## src/rtl/lane_map_consts.svh

```systemverilog
// constants for the converter lane mapper and link control block
`ifndef LANE_MAP_CONSTS_SVH
`define LANE_MAP_CONSTS_SVH
`define ADDR_W 8
`define REG_W 32
`define OFS_FORMAT 8'h00
`define OFS_SYNC 8'h04
`define OFS_BIND 8'h08
`define OFS_CHPD 8'h0C
`define OFS_DEVCFG 8'h10
`define OFS_STATUS 8'h14
`define RST_FORMAT 7'h15
`define MODE_NORMAL 2'h0
`define SYNC_BIT 0
`define BIND_A_BIT 0
`define BIND_B_BIT 1
`define PD_A_BIT 0
`define PD_B_BIT 1
`define ST_PD 0
`define ST_SUP 1
`define ST_RED 2
`define ST_PIN 3
`define ST_FEC 4
`define ST_CLS 8
`define PAD16 16'h0000
`define PAD24 24'h000000
`define FMT_21 7'h15
`define FMT_22 7'h16
`define FMT_23 7'h17
`define FMT_24 7'h18
`define FMT_25 7'h19
`define FMT_26 7'h1A
`define FMT_27 7'h1B
`define FMT_32 7'h20
`define FMT_33 7'h21
`define FMT_34 7'h22
`define FMT_35 7'h23
`define FMT_36 7'h24
`define FMT_37 7'h25
`define FMT_38 7'h26
`define FMT_39 7'h27
`define FMT_46 7'h2E
`define FMT_48 7'h30
`define FMT_52 7'h34
`define FMT_54 7'h36
`define FMT_56 7'h38
`define FMT_61 7'h3D
`define FMT_62 7'h3E
`define FMT_63 7'h3F
`define FMT_64 7'h40
`define FMT_65 7'h41
`define FMT_69 7'h45
`define FMT_70 7'h46
`define FMT_71 7'h47
`endif

```

## src/rtl/lane_map_pkg.sv

```systemverilog
// types shared by the lane mapper and its bench
package lane_map_pkg;
	localparam int SIDE = 8;
	typedef enum logic [3:0] {
		FC_NONE = 4'b0000,
		FC_S4_4L = 4'b0001,
		FC_S4_8L = 4'b0010,
		FC_S8_2L = 4'b0011,
		FC_S8_4L = 4'b0100,
		FC_S4_16L = 4'b0101,
		FC_S8_8L = 4'b0110,
		FC_S8_16L = 4'b0111,
		FC_B12_S6 = 4'b1000,
		FC_B12_D6 = 4'b1001,
		FC_B8_S4 = 4'b1010,
		FC_B8_D4 = 4'b1011,
		FC_D4_4L = 4'b1100,
		FC_D_2L = 4'b1101
	} fmt_class_t;
	typedef struct packed {
		logic [7:0][14:0] inphase;
		logic [7:0][14:0] quadrature;
		logic [7:0] overrange_flag_inphase;
		logic [7:0] overrange_flag_quadrature;
		logic [7:0][11:0] raw;
	} chan_t;
	typedef struct packed {
		chan_t chan_a;
		chan_t chan_b;
	} samples_t;
	typedef logic [15:0][31:0] lanes_t;
	typedef struct packed {
		logic [6:0] fmt_reg;
		logic sync_fec_reg;
		logic [1:0] bind_reg;
		logic [1:0] chan_pd_reg;
		logic [1:0] mode_reg;
		logic [2:0] pd_sync_reg;
		logic pd_pin_reg;
		logic pready_reg;
		logic pslverr_reg;
		logic [31:0] prdata_reg;
		lanes_t lane_reg;
		logic [15:0] lane_en_reg;
		logic frame_valid_reg;
		logic reinit_reg;
		logic drv_off_reg;
	} state_t;
endpackage

```

## src/rtl/lane_mapper.sv

```systemverilog
// transport lane mapper with sync header, channel binding and power-down control
//
// The placing of the registers and the APB interface to the registers are this design's own decisions.
`timescale 1ns/1ps
`include "lane_map_consts.svh"

// ==========================================================================
// Overview of operation
// - format 21/36: A0,A1 carry I0,I1 words; B0,B1 carry Q0,Q1, own flags
// - format 22/46: A0-A3 carry I0-I3, B0-B3 Q0-Q3, matching flags
// - two-lane decimate-by-8 single formats: A0 I0 with flag, B0 Q0 with flag
// - format 24/48/62/65/70: A0,A1 I0,I1; B0,B1 Q0,Q1, own flags
// - format 25/52: A0-A7 I0-I7, B0-B7 Q0-Q7, flag shared by sample pairs
// - format 26/54/63: A0-A3 I0-I3, B0-B3 Q0-Q3, matching flags
// - format 27: A0-A7 I0-I7, B0-B7 Q0-Q7, flag of same index
// - format 32: even 12-bit samples packed MSB first on A0-A2, odd on B0-B2
// - format 33: channel A samples 0-3 packed on A0-A2, channel B on B0-B2
// - format 34: one octet per lane, S0 A0, S2 A1, S1 B0, S3 B1
// - format 35: one octet per lane, A0/A1 channel A, B0/B1 channel B
// - format 37: A0 AI, A1 AQ, B0 BI, B1 BQ, each with flag
// - format 39/56: four octets per lane, I word then Q word, A0 and B0
// - sync header mode selects CRC checking or forward error correction
// - only 12-bit CRC exists; no 3-bit CRC variant
// - dual-channel binding routes one channel to both down-converter paths
// - unused channel may be powered down without disturbing routed data
// - binding also gives redundant data on both links, not in single formats
// - power-down input high powers down and disables serial drivers
// - operating-mode field can command full power-down too
module lane_mapper
	import lane_map_pkg::*;
(
	input wire logic pclk, // bus and sample clock
	input wire logic presetn, // async reset
	input wire logic psel, // apb select
	input wire logic penable, // apb enable
	input wire logic pwrite, // apb direction
	input wire logic [`ADDR_W-1:0] paddr, // apb byte address
	input wire logic [`REG_W-1:0] pwdata, // apb write data
	output logic [`REG_W-1:0] prdata, // apb read data
	output logic pready, // apb ready
	output logic pslverr, // apb error
	input wire logic power_down_input, // asynchronous power-down pin
	input wire logic sample_valid, // one frame of samples present
	input wire lane_map_pkg::samples_t sample_in, // converter samples and flags
	output logic [31:0] lane_a_0, // lane word, first octet in msb
	output logic [31:0] lane_a_1, // lane word
	output logic [31:0] lane_a_2, // lane word
	output logic [31:0] lane_a_3, // lane word
	output logic [31:0] lane_a_4, // lane word
	output logic [31:0] lane_a_5, // lane word
	output logic [31:0] lane_a_6, // lane word
	output logic [31:0] lane_a_7, // lane word
	output logic [31:0] lane_b_0, // lane word
	output logic [31:0] lane_b_1, // lane word
	output logic [31:0] lane_b_2, // lane word
	output logic [31:0] lane_b_3, // lane word
	output logic [31:0] lane_b_4, // lane word
	output logic [31:0] lane_b_5, // lane word
	output logic [31:0] lane_b_6, // lane word
	output logic [31:0] lane_b_7, // lane word
	output logic [15:0] lane_enable, // lanes in use, b side in upper byte
	output logic frame_valid, // lane words updated this cycle
	output logic sync_hdr_fec, // 1 fec, 0 crc-12
	output logic serdes_disable, // serial drivers off
	output logic link_reinit // pulse on leaving power-down
);
	import lane_map_pkg::*;

	localparam state_t ST_RST = '{fmt_reg: `RST_FORMAT, default: '0};

	state_t st;
	state_t nx;
	fmt_class_t cls;
	logic single;
	logic pd_all;
	logic [3:0] nside;
	chan_t src_a;
	chan_t src_b;
	chan_t path_a;
	chan_t path_b;
	lanes_t lanes_nx;
	logic [7:0] side_mask;
	logic mapped;
	logic [`REG_W-1:0] rd;

	// ==================================================================
	// format decode
	function automatic fmt_class_t decode(input logic [6:0] f);
		fmt_class_t c;
		c = FC_NONE;
		case (f)
			`FMT_21, `FMT_36: c = FC_S4_4L;
			`FMT_22, `FMT_46: c = FC_S4_8L;
			`FMT_23, `FMT_38, `FMT_61, `FMT_64, `FMT_69, `FMT_71: c = FC_S8_2L;
			`FMT_24, `FMT_48, `FMT_62, `FMT_65, `FMT_70: c = FC_S8_4L;
			`FMT_25, `FMT_52: c = FC_S4_16L;
			`FMT_26, `FMT_54, `FMT_63: c = FC_S8_8L;
			`FMT_27: c = FC_S8_16L;
			`FMT_32: c = FC_B12_S6;
			`FMT_33: c = FC_B12_D6;
			`FMT_34: c = FC_B8_S4;
			`FMT_35: c = FC_B8_D4;
			`FMT_37: c = FC_D4_4L;
			`FMT_39, `FMT_56: c = FC_D_2L;
			default: c = FC_NONE;
		endcase
		return c;
	endfunction

	function automatic logic [3:0] lanes_per_side(input fmt_class_t c);
		logic [3:0] n;
		n = 4'h0;
		case (c)
			FC_S8_2L, FC_D_2L: n = 4'h1;
			FC_S4_4L, FC_S8_4L, FC_B8_S4, FC_B8_D4, FC_D4_4L: n = 4'h2;
			FC_B12_S6, FC_B12_D6: n = 4'h3;
			FC_S4_8L, FC_S8_8L: n = 4'h4;
			FC_S4_16L, FC_S8_16L: n = 4'h8;
			default: n = 4'h0;
		endcase
		return n;
	endfunction

	function automatic logic is_single(input fmt_class_t c);
		logic s;
		s = 1'b0;
		case (c)
			FC_S4_4L, FC_S4_8L, FC_S8_2L, FC_S8_4L, FC_S4_16L, FC_S8_8L,
			FC_S8_16L, FC_B12_S6, FC_B8_S4: s = 1'b1;
			default: s = 1'b0;
		endcase
		return s;
	endfunction

	// ==================================================================
	// sample to lane mapping
	function automatic lanes_t map_lanes(input fmt_class_t c, input chan_t pa,
			input chan_t pb, input logic [3:0] n);
		lanes_t l;
		logic [2:0][15:0] pk_a;
		logic [2:0][15:0] pk_b;
		int oi;
		l = '0;
		pk_a = '0;
		pk_b = '0;
		oi = 0;
		case (c)
			FC_B12_S6: begin
				pk_a = {pa.raw[0], pa.raw[2], pa.raw[4], pa.raw[6]};
				pk_b = {pa.raw[1], pa.raw[3], pa.raw[5], pa.raw[7]};
			end
			FC_B12_D6: begin
				pk_a = {pa.raw[0], pa.raw[1], pa.raw[2], pa.raw[3]};
				pk_b = {pb.raw[0], pb.raw[1], pb.raw[2], pb.raw[3]};
			end
			default: begin
			end
		endcase
		for (int k = 0; k < SIDE; k++) begin
			// pairs of samples share one flag in the 16-lane decimate-by-4 case
			oi = (c == FC_S4_16L) ? k / 2 : k;
			case (c)
				FC_S4_4L, FC_S4_8L, FC_S8_2L, FC_S8_4L, FC_S4_16L, FC_S8_8L,
				FC_S8_16L: begin
					if (k < int'(n)) begin
						l[k] = {pa.inphase[k], pa.overrange_flag_inphase[oi], `PAD16};
						l[SIDE+k] = {pa.quadrature[k], pa.overrange_flag_quadrature[oi],
							`PAD16};
					end
				end
				FC_B12_S6, FC_B12_D6: begin
					if (k < int'(n)) begin
						l[k] = {pk_a[2-k], `PAD16};
						l[SIDE+k] = {pk_b[2-k], `PAD16};
					end
				end
				default: begin
				end
			endcase
		end
		case (c)
			FC_B8_S4: begin
				l[0] = {pa.raw[0][11:4], `PAD24};
				l[1] = {pa.raw[2][11:4], `PAD24};
				l[SIDE] = {pa.raw[1][11:4], `PAD24};
				l[SIDE+1] = {pa.raw[3][11:4], `PAD24};
			end
			FC_B8_D4: begin
				l[0] = {pa.raw[0][11:4], `PAD24};
				l[1] = {pa.raw[1][11:4], `PAD24};
				l[SIDE] = {pb.raw[0][11:4], `PAD24};
				l[SIDE+1] = {pb.raw[1][11:4], `PAD24};
			end
			FC_D4_4L: begin
				l[0] = {pa.inphase[0], pa.overrange_flag_inphase[0], `PAD16};
				l[1] = {pa.quadrature[0], pa.overrange_flag_quadrature[0], `PAD16};
				l[SIDE] = {pb.inphase[0], pb.overrange_flag_inphase[0], `PAD16};
				l[SIDE+1] = {pb.quadrature[0], pb.overrange_flag_quadrature[0], `PAD16};
			end
			FC_D_2L: begin
				l[0] = {pa.inphase[0], pa.overrange_flag_inphase[0],
					pa.quadrature[0], pa.overrange_flag_quadrature[0]};
				l[SIDE] = {pb.inphase[0], pb.overrange_flag_inphase[0],
					pb.quadrature[0], pb.overrange_flag_quadrature[0]};
			end
			default: begin
			end
		endcase
		return l;
	endfunction

	// ==================================================================
	// routing and power-down
	assign cls = decode(st.fmt_reg);
	assign single = is_single(cls);
	assign nside = lanes_per_side(cls);
	assign side_mask = 8'((9'h001 << nside) - 9'h001);
	assign pd_all = st.pd_pin_reg || (st.mode_reg != `MODE_NORMAL);
	// a powered-down channel is blanked before routing, so the routed one is untouched
	assign src_a = st.chan_pd_reg[`PD_A_BIT] ? '0 : sample_in.chan_a;
	assign src_b = st.chan_pd_reg[`PD_B_BIT] ? '0 : sample_in.chan_b;
	// binding ignored in single-channel formats; first-path bind wins
	assign path_a = (!single && st.bind_reg[`BIND_B_BIT] && !st.bind_reg[`BIND_A_BIT])
		? src_b : src_a;
	assign path_b = (!single && st.bind_reg[`BIND_A_BIT]) ? src_a : src_b;
	assign lanes_nx = map_lanes(cls, path_a, path_b, nside);
	assign mapped = (paddr == `OFS_FORMAT) || (paddr == `OFS_SYNC) || (paddr == `OFS_BIND)
		|| (paddr == `OFS_CHPD) || (paddr == `OFS_DEVCFG) || (paddr == `OFS_STATUS);

	// ==================================================================
	// next state
	always_comb begin
		nx = st;
		rd = '0;
		case (paddr)
			`OFS_FORMAT: rd = `REG_W'(st.fmt_reg);
			`OFS_SYNC: rd = `REG_W'(st.sync_fec_reg);
			`OFS_BIND: rd = `REG_W'(st.bind_reg);
			`OFS_CHPD: rd = `REG_W'(st.chan_pd_reg);
			`OFS_DEVCFG: rd = `REG_W'(st.mode_reg);
			`OFS_STATUS: begin
				rd[`ST_PD] = pd_all;
				rd[`ST_SUP] = (cls != FC_NONE);
				rd[`ST_RED] = !single && (st.bind_reg != 2'h0);
				rd[`ST_PIN] = st.pd_pin_reg;
				rd[`ST_FEC] = st.sync_fec_reg;
				rd[`ST_CLS +: $bits(fmt_class_t)] = cls;
			end
			default: rd = '0;
		endcase
		// pin synchroniser: a change counts once stages two and three agree
		nx.pd_sync_reg = {st.pd_sync_reg[1:0], power_down_input};
		if (st.pd_sync_reg[1] == st.pd_sync_reg[2]) begin
			nx.pd_pin_reg = st.pd_sync_reg[2];
		end
		// apb: answer one cycle into the access phase, commit on the completing edge
		if (psel && penable && !st.pready_reg) begin
			nx.pready_reg = 1'b1;
			nx.pslverr_reg = !mapped || (pwrite && paddr == `OFS_STATUS);
			nx.prdata_reg = pwrite ? '0 : rd;
		end else if (psel && penable && st.pready_reg) begin
			nx.pready_reg = 1'b0;
			nx.pslverr_reg = 1'b0;
			nx.prdata_reg = '0;
			if (pwrite && !st.pslverr_reg) begin
				case (paddr)
					`OFS_FORMAT: nx.fmt_reg = pwdata[6:0];
					`OFS_SYNC: nx.sync_fec_reg = pwdata[`SYNC_BIT];
					`OFS_BIND: nx.bind_reg = pwdata[1:0];
					`OFS_CHPD: nx.chan_pd_reg = pwdata[1:0];
					`OFS_DEVCFG: nx.mode_reg = pwdata[1:0];
					default: begin
					end
				endcase
			end
		end
		// lanes
		nx.frame_valid_reg = 1'b0;
		nx.drv_off_reg = pd_all;
		nx.reinit_reg = st.drv_off_reg && !pd_all;
		if (pd_all) begin
			nx.lane_reg = '0;
			nx.lane_en_reg = '0;
		end else if (cls == FC_NONE) begin
			nx.lane_en_reg = '0;
		end else if (sample_valid) begin
			nx.lane_reg = lanes_nx;
			nx.lane_en_reg = {side_mask, side_mask};
			nx.frame_valid_reg = 1'b1;
		end
	end

	always_ff @(posedge pclk or negedge presetn) begin
		if (!presetn) begin
			st <= ST_RST;
		end else begin
			st <= nx;
		end
	end

	// ==================================================================
	// outputs
	assign prdata = st.prdata_reg;
	assign pready = st.pready_reg;
	assign pslverr = st.pslverr_reg;
	assign lane_a_0 = st.lane_reg[0];
	assign lane_a_1 = st.lane_reg[1];
	assign lane_a_2 = st.lane_reg[2];
	assign lane_a_3 = st.lane_reg[3];
	assign lane_a_4 = st.lane_reg[4];
	assign lane_a_5 = st.lane_reg[5];
	assign lane_a_6 = st.lane_reg[6];
	assign lane_a_7 = st.lane_reg[7];
	assign lane_b_0 = st.lane_reg[SIDE];
	assign lane_b_1 = st.lane_reg[SIDE+1];
	assign lane_b_2 = st.lane_reg[SIDE+2];
	assign lane_b_3 = st.lane_reg[SIDE+3];
	assign lane_b_4 = st.lane_reg[SIDE+4];
	assign lane_b_5 = st.lane_reg[SIDE+5];
	assign lane_b_6 = st.lane_reg[SIDE+6];
	assign lane_b_7 = st.lane_reg[SIDE+7];
	assign lane_enable = st.lane_en_reg;
	assign frame_valid = st.frame_valid_reg;
	assign sync_hdr_fec = st.sync_fec_reg;
	assign serdes_disable = st.drv_off_reg;
	assign link_reinit = st.reinit_reg;
endmodule

```

## config.mk

```make
export PLATFORM = sky130hd
export DESIGN_NAME = lane_mapper
export DESIGN_NICKNAME = d
export VERILOG_FILES = /design/src/rtl/lane_map_pkg.sv /design/src/rtl/lane_mapper.sv
export VERILOG_INCLUDE_DIRS = /design/src /design/src/rtl
export SDC_FILE = /design/constraint.sdc
export NUM_CORES = 1
export LEC_CHECK = 0
export ABC_CLOCK_PERIOD_IN_PS = 3200
export BUFFER_PORTS_ARGS = -buffer_cell sky130_fd_sc_hd__buf_4
export CORE_AREA = 4 4 515 517
export CTS_CLUSTER_DIAMETER = 60
export CTS_CLUSTER_SIZE = 25
export DETAILED_ROUTE_END_ITERATION = 10
export DIE_AREA = 0 0 519 521
export GPL_ROUTABILITY_DRIVEN = 0
export PLACE_DENSITY = 0.3
export SETUP_SLACK_MARGIN = 0.2
export SYNTH_ARGS = -nofsm -noshare
export SYNTH_HDL_FRONTEND = slang
export SYNTH_SLANG_ARGS = --single-unit
export TNS_END_PERCENT = 20
```

## constraint.sdc

```tcl
create_clock -name pclk -period 3.2 [get_ports pclk]
set_input_delay 0 -clock pclk [delete_from_list [all_inputs] [get_ports pclk]]
set_output_delay 0 -clock pclk [all_outputs]
set_load 0.03 [all_outputs]
```

; Word level (Yosys, flattened, before mapping)
; Memory sizes are Yosys's and may differ from the RTL's.
; Cells that the tools add are included.
[classes]
add_sub_neg = 1
reduce_logical = 40
mux = 114
shifts = 1
order_cmp = 15
n_bitwise = 1
n_eq_ne = 20
[ops]
columns = operator, count
row1 = 352-bit 2-to-1 mux, 3
row2 = 32-bit one-hot mux with 2 select lines, 16
row3 = 32-bit 2-to-1 mux, 27
row4 = 529-bit 2-to-1 mux, 1
row5 = 528-bit 2-to-1 mux, 1
row6 = 512-bit 2-to-1 mux, 1
row7 = 32-bit one-hot mux with 3 select lines, 3
row8 = 247-bit 2-to-1 mux, 1
row9 = 48-bit one-hot mux with 2 select lines, 2
row10 = 32-bit one-hot mux with 4 select lines, 1
row11 = 34-bit 2-to-1 mux, 2
row12 = 1-bit binary-select mux with 3-bit select, 14
row13 = 1-bit 2-to-1 mux, 31
row14 = 5-bit one-hot mux with 6 select lines, 1
row15 = "4-bit equality test, second input constant", 6
row16 = 4-bit AND reduction, 5
row17 = "4-bit by 3-bit equality test with 1-bit output, second input constant", 4
row18 = "8-bit by 4-bit equality test with 1-bit output, second input constant", 2
row19 = "8-bit by 5-bit equality test with 1-bit output, second input constant", 2
row20 = "3-bit by 4-bit less-than comparator with 1-bit output, first input constant", 4
row21 = "3-bit by 4-bit less-than comparator with 1-bit output, second input constant", 4
row22 = 16-bit 2-to-1 mux, 1
row23 = 12-bit 2-to-1 mux, 1
row24 = 3-bit 2-to-1 mux, 4
row25 = other kinds (25), 55
[word_totals]
rom_bits = 592
input_bits = 751
memories = 3
out_inout_bits = 566
reg_bits = 583
[mem_list]
columns = memory, depth, width, read_ports, rd_clocked_by_memory_dff, wr, line
row1 = (no name shown), 128, 4, 1, 0, 0, lane_mapper.sv:91  ; case (f)
row2 = (no name shown), 16, 4, 1, 0, 0, lane_mapper.sv:113  ; case (c)
row3 = (no name shown), 16, 1, 1, 0, 0, lane_mapper.sv:127  ; case (c)

; Longest topological paths before layout
; Gate-level depths: netlist of the first run.
; An unclocked memory read counts as a cell.
[depth]
word_depth = 15
mapped_depth = 15

; Least setup slack after synthesis of the first run
; No wires, ideal clock.
[synth_path]
kind = reg2reg
from = register st[578] (netlist name)
to = register st (netlist bit lane_b_1[31])
period_less_slack_ns = 3.091
stages_incl_launch_ff = 13
arrival_time_ns = 2.963
n_path_buf = 4
path_slack_ns = 0.109
setup_ns = 0.129
path_cell_list = dfstp_2 -> buf_4 -> or4bb_1 -> o311ai_4 -> a21oi_2 -> buf_6 -> a2111o_1 -> buf_4 -> nand4_2 -> buf_6 -> mux2i_1 -> nor3_1 -> a2111o_1
[synth_via]
elab_chain_len = 13
[synth_lines]
columns = item, line
row1 = start: declaration, lane_mapper.sv:71  ; state_t st;
row2 = start signal: assignment, lane_mapper.sv:297  ; st <= nx;
row3 = memory read 128 x 4 bit *, -
row4 = memory read 16 x 1 bit, -
row5 = 1-bit zero test, "lane_mapper.sv:223, lane_mapper.sv:225"
row6 = 1-bit logical AND (2 in series), lane_mapper.sv:223  ; assign path_a = (!single && st.bind_reg[`BIND_B_BIT] && !st.bind_reg[`BIND_A_BIT])
row7 = 352-bit 2-to-1 mux, lane_mapper.sv:223
row8 = 48-bit one-hot mux with 2 select lines, lane_mapper.sv:147  ; case (c)
row9 = 32-bit 2-to-1 mux, lane_mapper.sv:172  ; if (k < int'(n)) begin
row10 = 32-bit one-hot mux with 2 select lines, lane_mapper.sv:162  ; case (c)
row11 = 32-bit one-hot mux with 3 select lines, lane_mapper.sv:181  ; case (c)
row12 = 529-bit 2-to-1 mux, lane_mapper.sv:286  ; end else if (sample_valid) begin
row13 = 512-bit 2-to-1 mux, lane_mapper.sv:284  ; end else if (cls == FC_NONE) begin
row14 = 528-bit 2-to-1 mux, lane_mapper.sv:281  ; if (pd_all) begin
; Mark *: on every way between the ends. The rest lies on a longest branch, timed or not. The select of a mux whose other input is x is not followed.
; A chain may end at the register's enable or synchronous reset.

; Final worst setup path of the first run
[layout_path]
from = register st[578] (netlist name)
to = register st (netlist bit lane_b_0[24])
[layout_via]
elab_chain_len = 13
[layout_lines]
columns = item, line
row1 = memory read 128 x 4 bit *, -
row2 = memory read 16 x 1 bit, -
row3 = 1-bit zero test, "lane_mapper.sv:223, lane_mapper.sv:225"
row4 = 1-bit logical AND (2 in series), lane_mapper.sv:223
row5 = 352-bit 2-to-1 mux, lane_mapper.sv:223
row6 = 48-bit one-hot mux with 2 select lines, lane_mapper.sv:147
row7 = 32-bit 2-to-1 mux, lane_mapper.sv:172
row8 = 32-bit one-hot mux with 2 select lines, lane_mapper.sv:162
row9 = 32-bit one-hot mux with 4 select lines, lane_mapper.sv:181
row10 = 529-bit 2-to-1 mux, lane_mapper.sv:286
row11 = 512-bit 2-to-1 mux, lane_mapper.sv:284
row12 = 528-bit 2-to-1 mux, lane_mapper.sv:281
; Marked as above.

==> reports/metrics.cfg, run 1 <==
[run_status]
outcome=complete, but fails checks
violations=negative setup slack

[synth]
yosys_warnings=0
yosys.cell_types.count=85
seq_area_frac_synth=0.361
ys.flop_type=dfrtp_1
ys_ff_latch=330
avgSynthCellArea_um2=8.46
synth_edf_count=0
synth_area_um2=22900
syn_inst=2706
synth-async-reset-ratio=1.00

[power_and_ir_drop]
p_per_area_nw_per_um2=344
ir_drop_uv=360
leakagePower_nw=19.3

[clock_network]
clock_path_buffers=3
cts_inserted_buffers=67
cts_htree_levels=3
clk_pin_slew_worst_paths_ns=0.05
cts_sinks=330
cts_tree=done
clk_latency_ns=0.69
root_buffer=clkbuf_16

[die]
io_pins=1317
dieArea_um2=270000
coreArea_um2=261000
rows=188
die_w_um=519
initial_core_util=0.0876
die_h_um=521

[global_routing]
grt_max_degree=72
grt.overflow.total=0
grt_pass1_vias=27100
grt_pass1_wl_um=259000
grt_usage=0.142
antenna_found_initial=78

[detailed_routing]
postRouteAntennaNets=0
drt_iter0_markers=1807
vias=26400
wl_per_cell_um=26.6
drt-total-wl_um=202000
drc=0
firstDrtPassIters=8
viasPerCell=3.48

[timing]
rsz0062_at_grt=yes
setup_viol=120
layout_min_cycle_time_ns=3.35
final_max_slew_viol_count=0
maxSlewHeadroom=0.374
min_period_over_period=1.05
setup_slack_ns=-0.146
holdWs_ns=0.0341
max_slew.worst_pin.slew_ns=0.938
tns_ns=-7.36
finalClockSkew_ns=0.0410
hold_viol=0
max_freq_mhz=299

[setup_path]
critical_path.reg2reg.endpoint=lane_b_0[24]
r2r-start=st[578]
rrSetupSlack_ns=-0.15
startpoint_type=register
crit_type=reg2reg
cp_max_fo=7
cp-startpoint=st[578]
worstPathArrival_ns=3.89
crit_required_ns=3.74
r2r_cells=12
setup.worst_path.end_class=register

[hold_path]
worstHoldStart=sample_in[448]
hold-path-endpoint=lane_b_0[16]
hold_path_class=in2reg
min_path_cells=5

[layout]
synthToLayoutAreaGrowth_pct=88.9
nets=4854
finalCoreUtilization=0.166
drive_above_1_share=0.400

[run]
max_cap_violations=0

[place]
dp_hpwl_um=165000
numPortBuffers=886

[layout make-up]
class / instances / area (um^2)
Antenna cell: 26 / 65.1
Timing Repair Buffer: 1846 / 16600
Sequential cell: 330 / 8270
Clock buffer: 79 / 1830
Multi-Input combinational cell: 1848 / 11700
Inverter: 9 / 42.5
Tap cell: 3420 / 4280
Fill cell: 29500 / 218000
Clock inverter: 41 / 500
[cells in the mapped netlist, types with 7 or more instances]
| master | number | area (um^2) |
|---|---|---|
| mux2_2 | 18 | 203 |
| a31oi_1 | 19 | 119 |
| o31ai_1 | 9 | 67.6 |
| buf_1 | 8 | 30.0 |
| o21ai_0 | 266 | 1330 |
| nor3_1 | 21 | 105 |
| a221oi_1 | 41 | 359 |
| mux2i_1 | 30 | 300 |
| o211ai_1 | 15 | 113 |
| nor2b_1 | 62 | 388 |
| o21ai_1 | 18 | 90.1 |
| a22o_1 | 92 | 806 |
| nand2_1 | 406 | 1520 |
| a221o_1 | 7 | 70.1 |
| o22ai_1 | 11 | 68.8 |
| a22oi_1 | 143 | 1070 |
| clkbuf_1 | 118 | 443 |
| buf_4 | 569 | 4270 |
| a41oi_1 | 9 | 78.8 |
| buf_2 | 63 | 315 |
| a21o_1 | 38 | 285 |
| a222oi_1 | 24 | 240 |
| a21oi_1 | 123 | 616 |
| dfrtp_1 | 327 | 8180 |
| nor2_1 | 61 | 229 |
| and3_1 | 18 | 113 |
| nand3_1 | 70 | 350 |
[logic make-up after synthesis]
family	Yosys count	share of synthesized area
AO/OA/AOI/OAI	868	0.255
XOR/XNOR	4	0.00153
adder cells (fa/ha/maj)	2	0.000984
buffers and inverters	772	0.225
flip-flops	330	0.361
multiplexers	50	0.0236
other	1	0.000164
AND/OR/NAND/NOR	679	0.133
[worst max-delay path by stage]
| stage | end | slack, ns |
|---|---|---|
| floorplan | lane_b_1[31] | 0.20 |
| global placement | lane_b_6[16] | -0.89 |
| detailed placement | lane_b_6[16] | -0.89 |
| CTS | lane_b_0[26] | -0.18 |
| global route | lane_b_0[24] | -0.26 |
| finish | lane_b_0[24] | -0.15 |
[through the flow]
step           cell area, um^2  power (W)  setup slack [ns]  instances
2_1_floorplan            23800    0.00539             0.205       2950
3_3_place_gp             33200    0.00651            -0.890       6848
3_5_place_dp             33200    0.00651            -0.891       6849
4_1_cts                  42200     0.0151            -0.185       7546
5_1_grt                  43200     0.0155            -0.256       7584
6_report                 43200     0.0149            -0.146       7599
[placed cells by master, fill, tap and decap left out, types with 37 or more instances in the layout]
cell           synthesis  final
buf_4                569   1181
dlygate4sd3_1          0    533
nand2_1              406    394
dfrtp_1              327    326
conb_1                 1    245
o21ai_0              266    180
a22oi_1              143    114
o21ai_1               18     93
a22o_1                92     92
a21oi_1              123     89
clkbuf_16              0     77
buf_12                 0     67
nand3_1               70     63
nor2b_1               62     62
nor2_1                61     46
buf_6                  5     39
a21o_1                38     37
[critical path: stages (launching register included)]
cell       delay [ns]
dfstp_2          0.61
mux2_4           0.33
o311ai_4         0.23
a21oi_2          0.13
a2111o_1         0.49
buf_6            0.15
and4_4           0.23
buf_6            0.15
bufbuf_16        0.27
a31oi_4          0.17
nor2_2           0.06
a2111oi_2        0.30
o21ai_1          0.09
[report_power, final]
| part | internal, W | total [W] | switching, W |
|---|---|---|---|
| sequential | 0.00420 | 0.00423 | 0.0000315 |
| clock | 0.00473 | 0.00764 | 0.00291 |
| combinational | 0.00133 | 0.00300 | 0.00168 |
| total | 0.0103 | 0.0149 | 0.00461 |
[repair_timing]
action	4_1_cts	5_1_grt
buffers inserted	38	19
hold buffers	533	1
hold endpoints to repair	634	1
cloned	6	8
endpoints found under the setup margin	292	297
resized for setup	240	135
pin swaps	41	95
[per-layer routing]
layer,global-route usage,part of all wire,up-vias
met5,0,0.00048,-
met3,0.0320,0.063,298
met2,0.255,0.50,1354
li1,-,-,11800
met1,0.161,0.39,13000
met4,0.0582,0.048,14
Note: power is estimated with default switching activity, not from simulation.
==> inputs of run 2 (changes only) <==
- ABC_CLOCK_PERIOD_IN_PS: 3200 -> 3810
- CORE_AREA: 4 4 515 517 -> 4 4 506 508
- DIE_AREA: 0 0 519 521 -> 0 0 510 512
- MAX_ROUTING_LAYER: default -> met4
- clock period: 3.2 -> 3.81 ns (I/O delays scaled with it)
==> run 2 against run 1 <==
- the flow now finishes without violations
- clock power down 13%
- global-route usage grew 0.69 points
- power fell by 16%
- combinational power shrank 23%
- register-to-register slack improved by 0.36 ns
- flip-flop and latch count stayed put
- non-clock buffer count decreased by 165
- highest routed layer is now met4
- die area down 3.4%
- sequential power decreased by 16%
- clock skew increased by 0.0032 ns
- setup slack gained 0.36 ns
==> reports/metrics.cfg, run 2 (synthesis results as in run 1) <==
[timing]
final_max_slew_viol_count=0  ; unchanged
max_slew.worst_pin.slew_ns=1.08  ; +0.145 ns
max_freq_mhz=278  ; -7.0%
rsz0062_at_grt=yes
hold_viol=0  ; unchanged
setup_viol=0  ; -100%
tns_ns=0  ; +7.36 ns
maxSlewHeadroom=0.273  ; -0.101
layout_min_cycle_time_ns=3.60  ; +0.251 ns
min_period_over_period=0.944  ; -0.102
finalClockSkew_ns=0.0442  ; +0.00321 ns

[detailed_routing]
vias=25700  ; -2.7%
drc=0  ; unchanged
wl_per_cell_um=26.9  ; +1.0%
firstDrtPassIters=5  ; -3
drt_iter0_markers=1941  ; +7.4%
viasPerCell=3.48  ; about the same
postRouteAntennaNets=0  ; unchanged
drt-total-wl_um=199000  ; -1.7%

[layout]
finalCoreUtilization=0.161  ; -0.00498
nets=4694  ; -3.3%
final_common_cell=buf_4
fin_area_um2=40300  ; -6.7%
final_cell_mix=buf_4, dlygate4sd3_1, nand2_1
drive_above_1_share=0.336  ; -0.0636
synthToLayoutAreaGrowth_pct=76.3

[global_routing]
grt_max_degree=94  ; +31%
grt_usage=0.149  ; +0.00693
grt.overflow.total=0  ; unchanged
grt_pass1_vias=26200  ; -3.3%
antenna_found_initial=100  ; +28%
grt_pass1_wl_um=254000  ; -2.2%

[setup_path]
cp_max_fo=13  ; +6
setup.worst_path.end_class=register
cp-startpoint=st[581]
startpoint_type=register
crit_required_ns=4.41  ; +0.67 ns
r2r_cells=14  ; +2
rrSetupSlack_ns=0.21  ; +0.36 ns
crit_chain=or3_1, a21oi_1, nor2_1, a311o_2, buf_12, a41oi_4, buf_4, clkbuf_16, a22oi_1, buf_4, nor2_1, a21oi_1, buf_4, o21ai_0
cp_slowest_cell=dfrtp_1
r2r-start=st[581]
crit_type=reg2reg
worstPathArrival_ns=4.20  ; +0.31 ns
crit_top_cell=buf_4
cpPeakStageDelay_ns=0.58  ; -0.03 ns

[power_and_ir_drop]
internal_power_w=0.00852  ; -17%
p_switching_w=0.00399  ; -14%
combPwrFrac=0.186  ; -0.016
clockPowerShare=0.530  ; +0.016
leakagePower_nw=18.1  ; -5.9%
pwr-share-seq=0.284  ; about the same
p_per_area_nw_per_um2=310  ; -9.9%
p_sw_frac=0.319  ; +0.00854
ir_drop_uv=316  ; -12%

[die]
die_w_um=510  ; -1.7%
die_h_um=512  ; -1.7%
rows=184  ; -2.1%
dieArea_um2=261000  ; -3.4%
io_pins=1317  ; unchanged
initial_core_util=0.0911  ; +0.00346
coreArea_um2=251000  ; -3.8%

[clock_network]
cts_htree_levels=3  ; unchanged
clock_path_buffers=3  ; unchanged
cts_inserted_buffers=72  ; +7.5%
root_buffer=clkbuf_16
cts_sinks=330  ; unchanged
clk_pin_slew_worst_paths_ns=0.05  ; about the same
clk_latency_ns=0.72  ; +0.03 ns
cts_tree=done

[hold_path]
hold_path_class=in2reg
worstHoldStart=sample_in[465]
min_path_cells=5  ; unchanged

[place]
dp_hpwl_um=162000  ; -1.9%
numPortBuffers=886  ; unchanged
dpl_cell_area_um2=31800  ; -4.1%

[run]
max_cap_violations=0  ; unchanged

[run_status]
outcome=completed

run 2: cell type report:
class	count	area [um^2]
Antenna cell	44	110
Multi-Input combinational cell	1848	10700
Fill cell	28400	211000
Sequential cell	330	8270
Clock inverter	45	489
Timing Repair Buffer	1681	14600
Inverter	9	40.0
Clock buffer	86	1940
Tap cell	3348	4190
run 2: power groups by stage:
stage	clock network (W)	logic [W]	registers [W]
6_report	0.00663	0.00232	0.00356
5_1_grt	0.00703	0.00247	0.00356
4_1_cts	0.00692	0.00235	0.00356
3_5_place_dp	0	0.00178	0.00362
3_3_place_gp	0	0.00178	0.00362
2_1_floorplan	0	0.000896	0.00363
run 2: metrics by stage:
step	setup WS (ns)	power, W	hold WS [ns]	std cells
after floorplan	0.719	0.00452	-0.296	2950
after global placement	-0.274	0.00540	0.0757	6641
after detailed placement	-0.280	0.00539	0.0710	6641
after CTS	0.119	0.0128	0.00302	7328
after global routing	0.107	0.0130	0.0470	7384
final	0.214	0.0125	0.0168	7391
run 2: worst max-delay path, delay by kind of cell (launching register included):
family | cells | cell delay (ns)
AO/OA/AOI/OAI | 6 | 1.34
buffers and inverters | 5 | 0.81
flip-flops | 1 | 0.58
AND/OR/NAND/NOR | 3 | 0.76
run 2: path summary, 6_finish.rpt:
| kind | endpoint |
|---|---|
| max in group asynchronous | lane_b_5[31] |
| setup / recovery | lane_b_1[21] |
| hold / removal | lane_b_0[18] |
| setup reg to reg | lane_b_1[21] |
| hold reg to reg | nx[568] |
| min in group asynchronous | lane_b_0[10] |
run 2: metal layers:
metal,wire length (um),track usage,share of wire
met5,0,-,0
met4,7790,0.0506,0.039
met3,12800,0.0309,0.064
met2,101000,0.264,0.51
met1,77100,0.164,0.39
run 2: timing repair:
item	in CTS	in global routing
pin swaps	5	9
gates resized for setup	12	27
endpoints found under the setup margin	55	123
buffers inserted	13	16
hold buffers	542	0
hold endpoints to repair	627	0
cloned	1	3
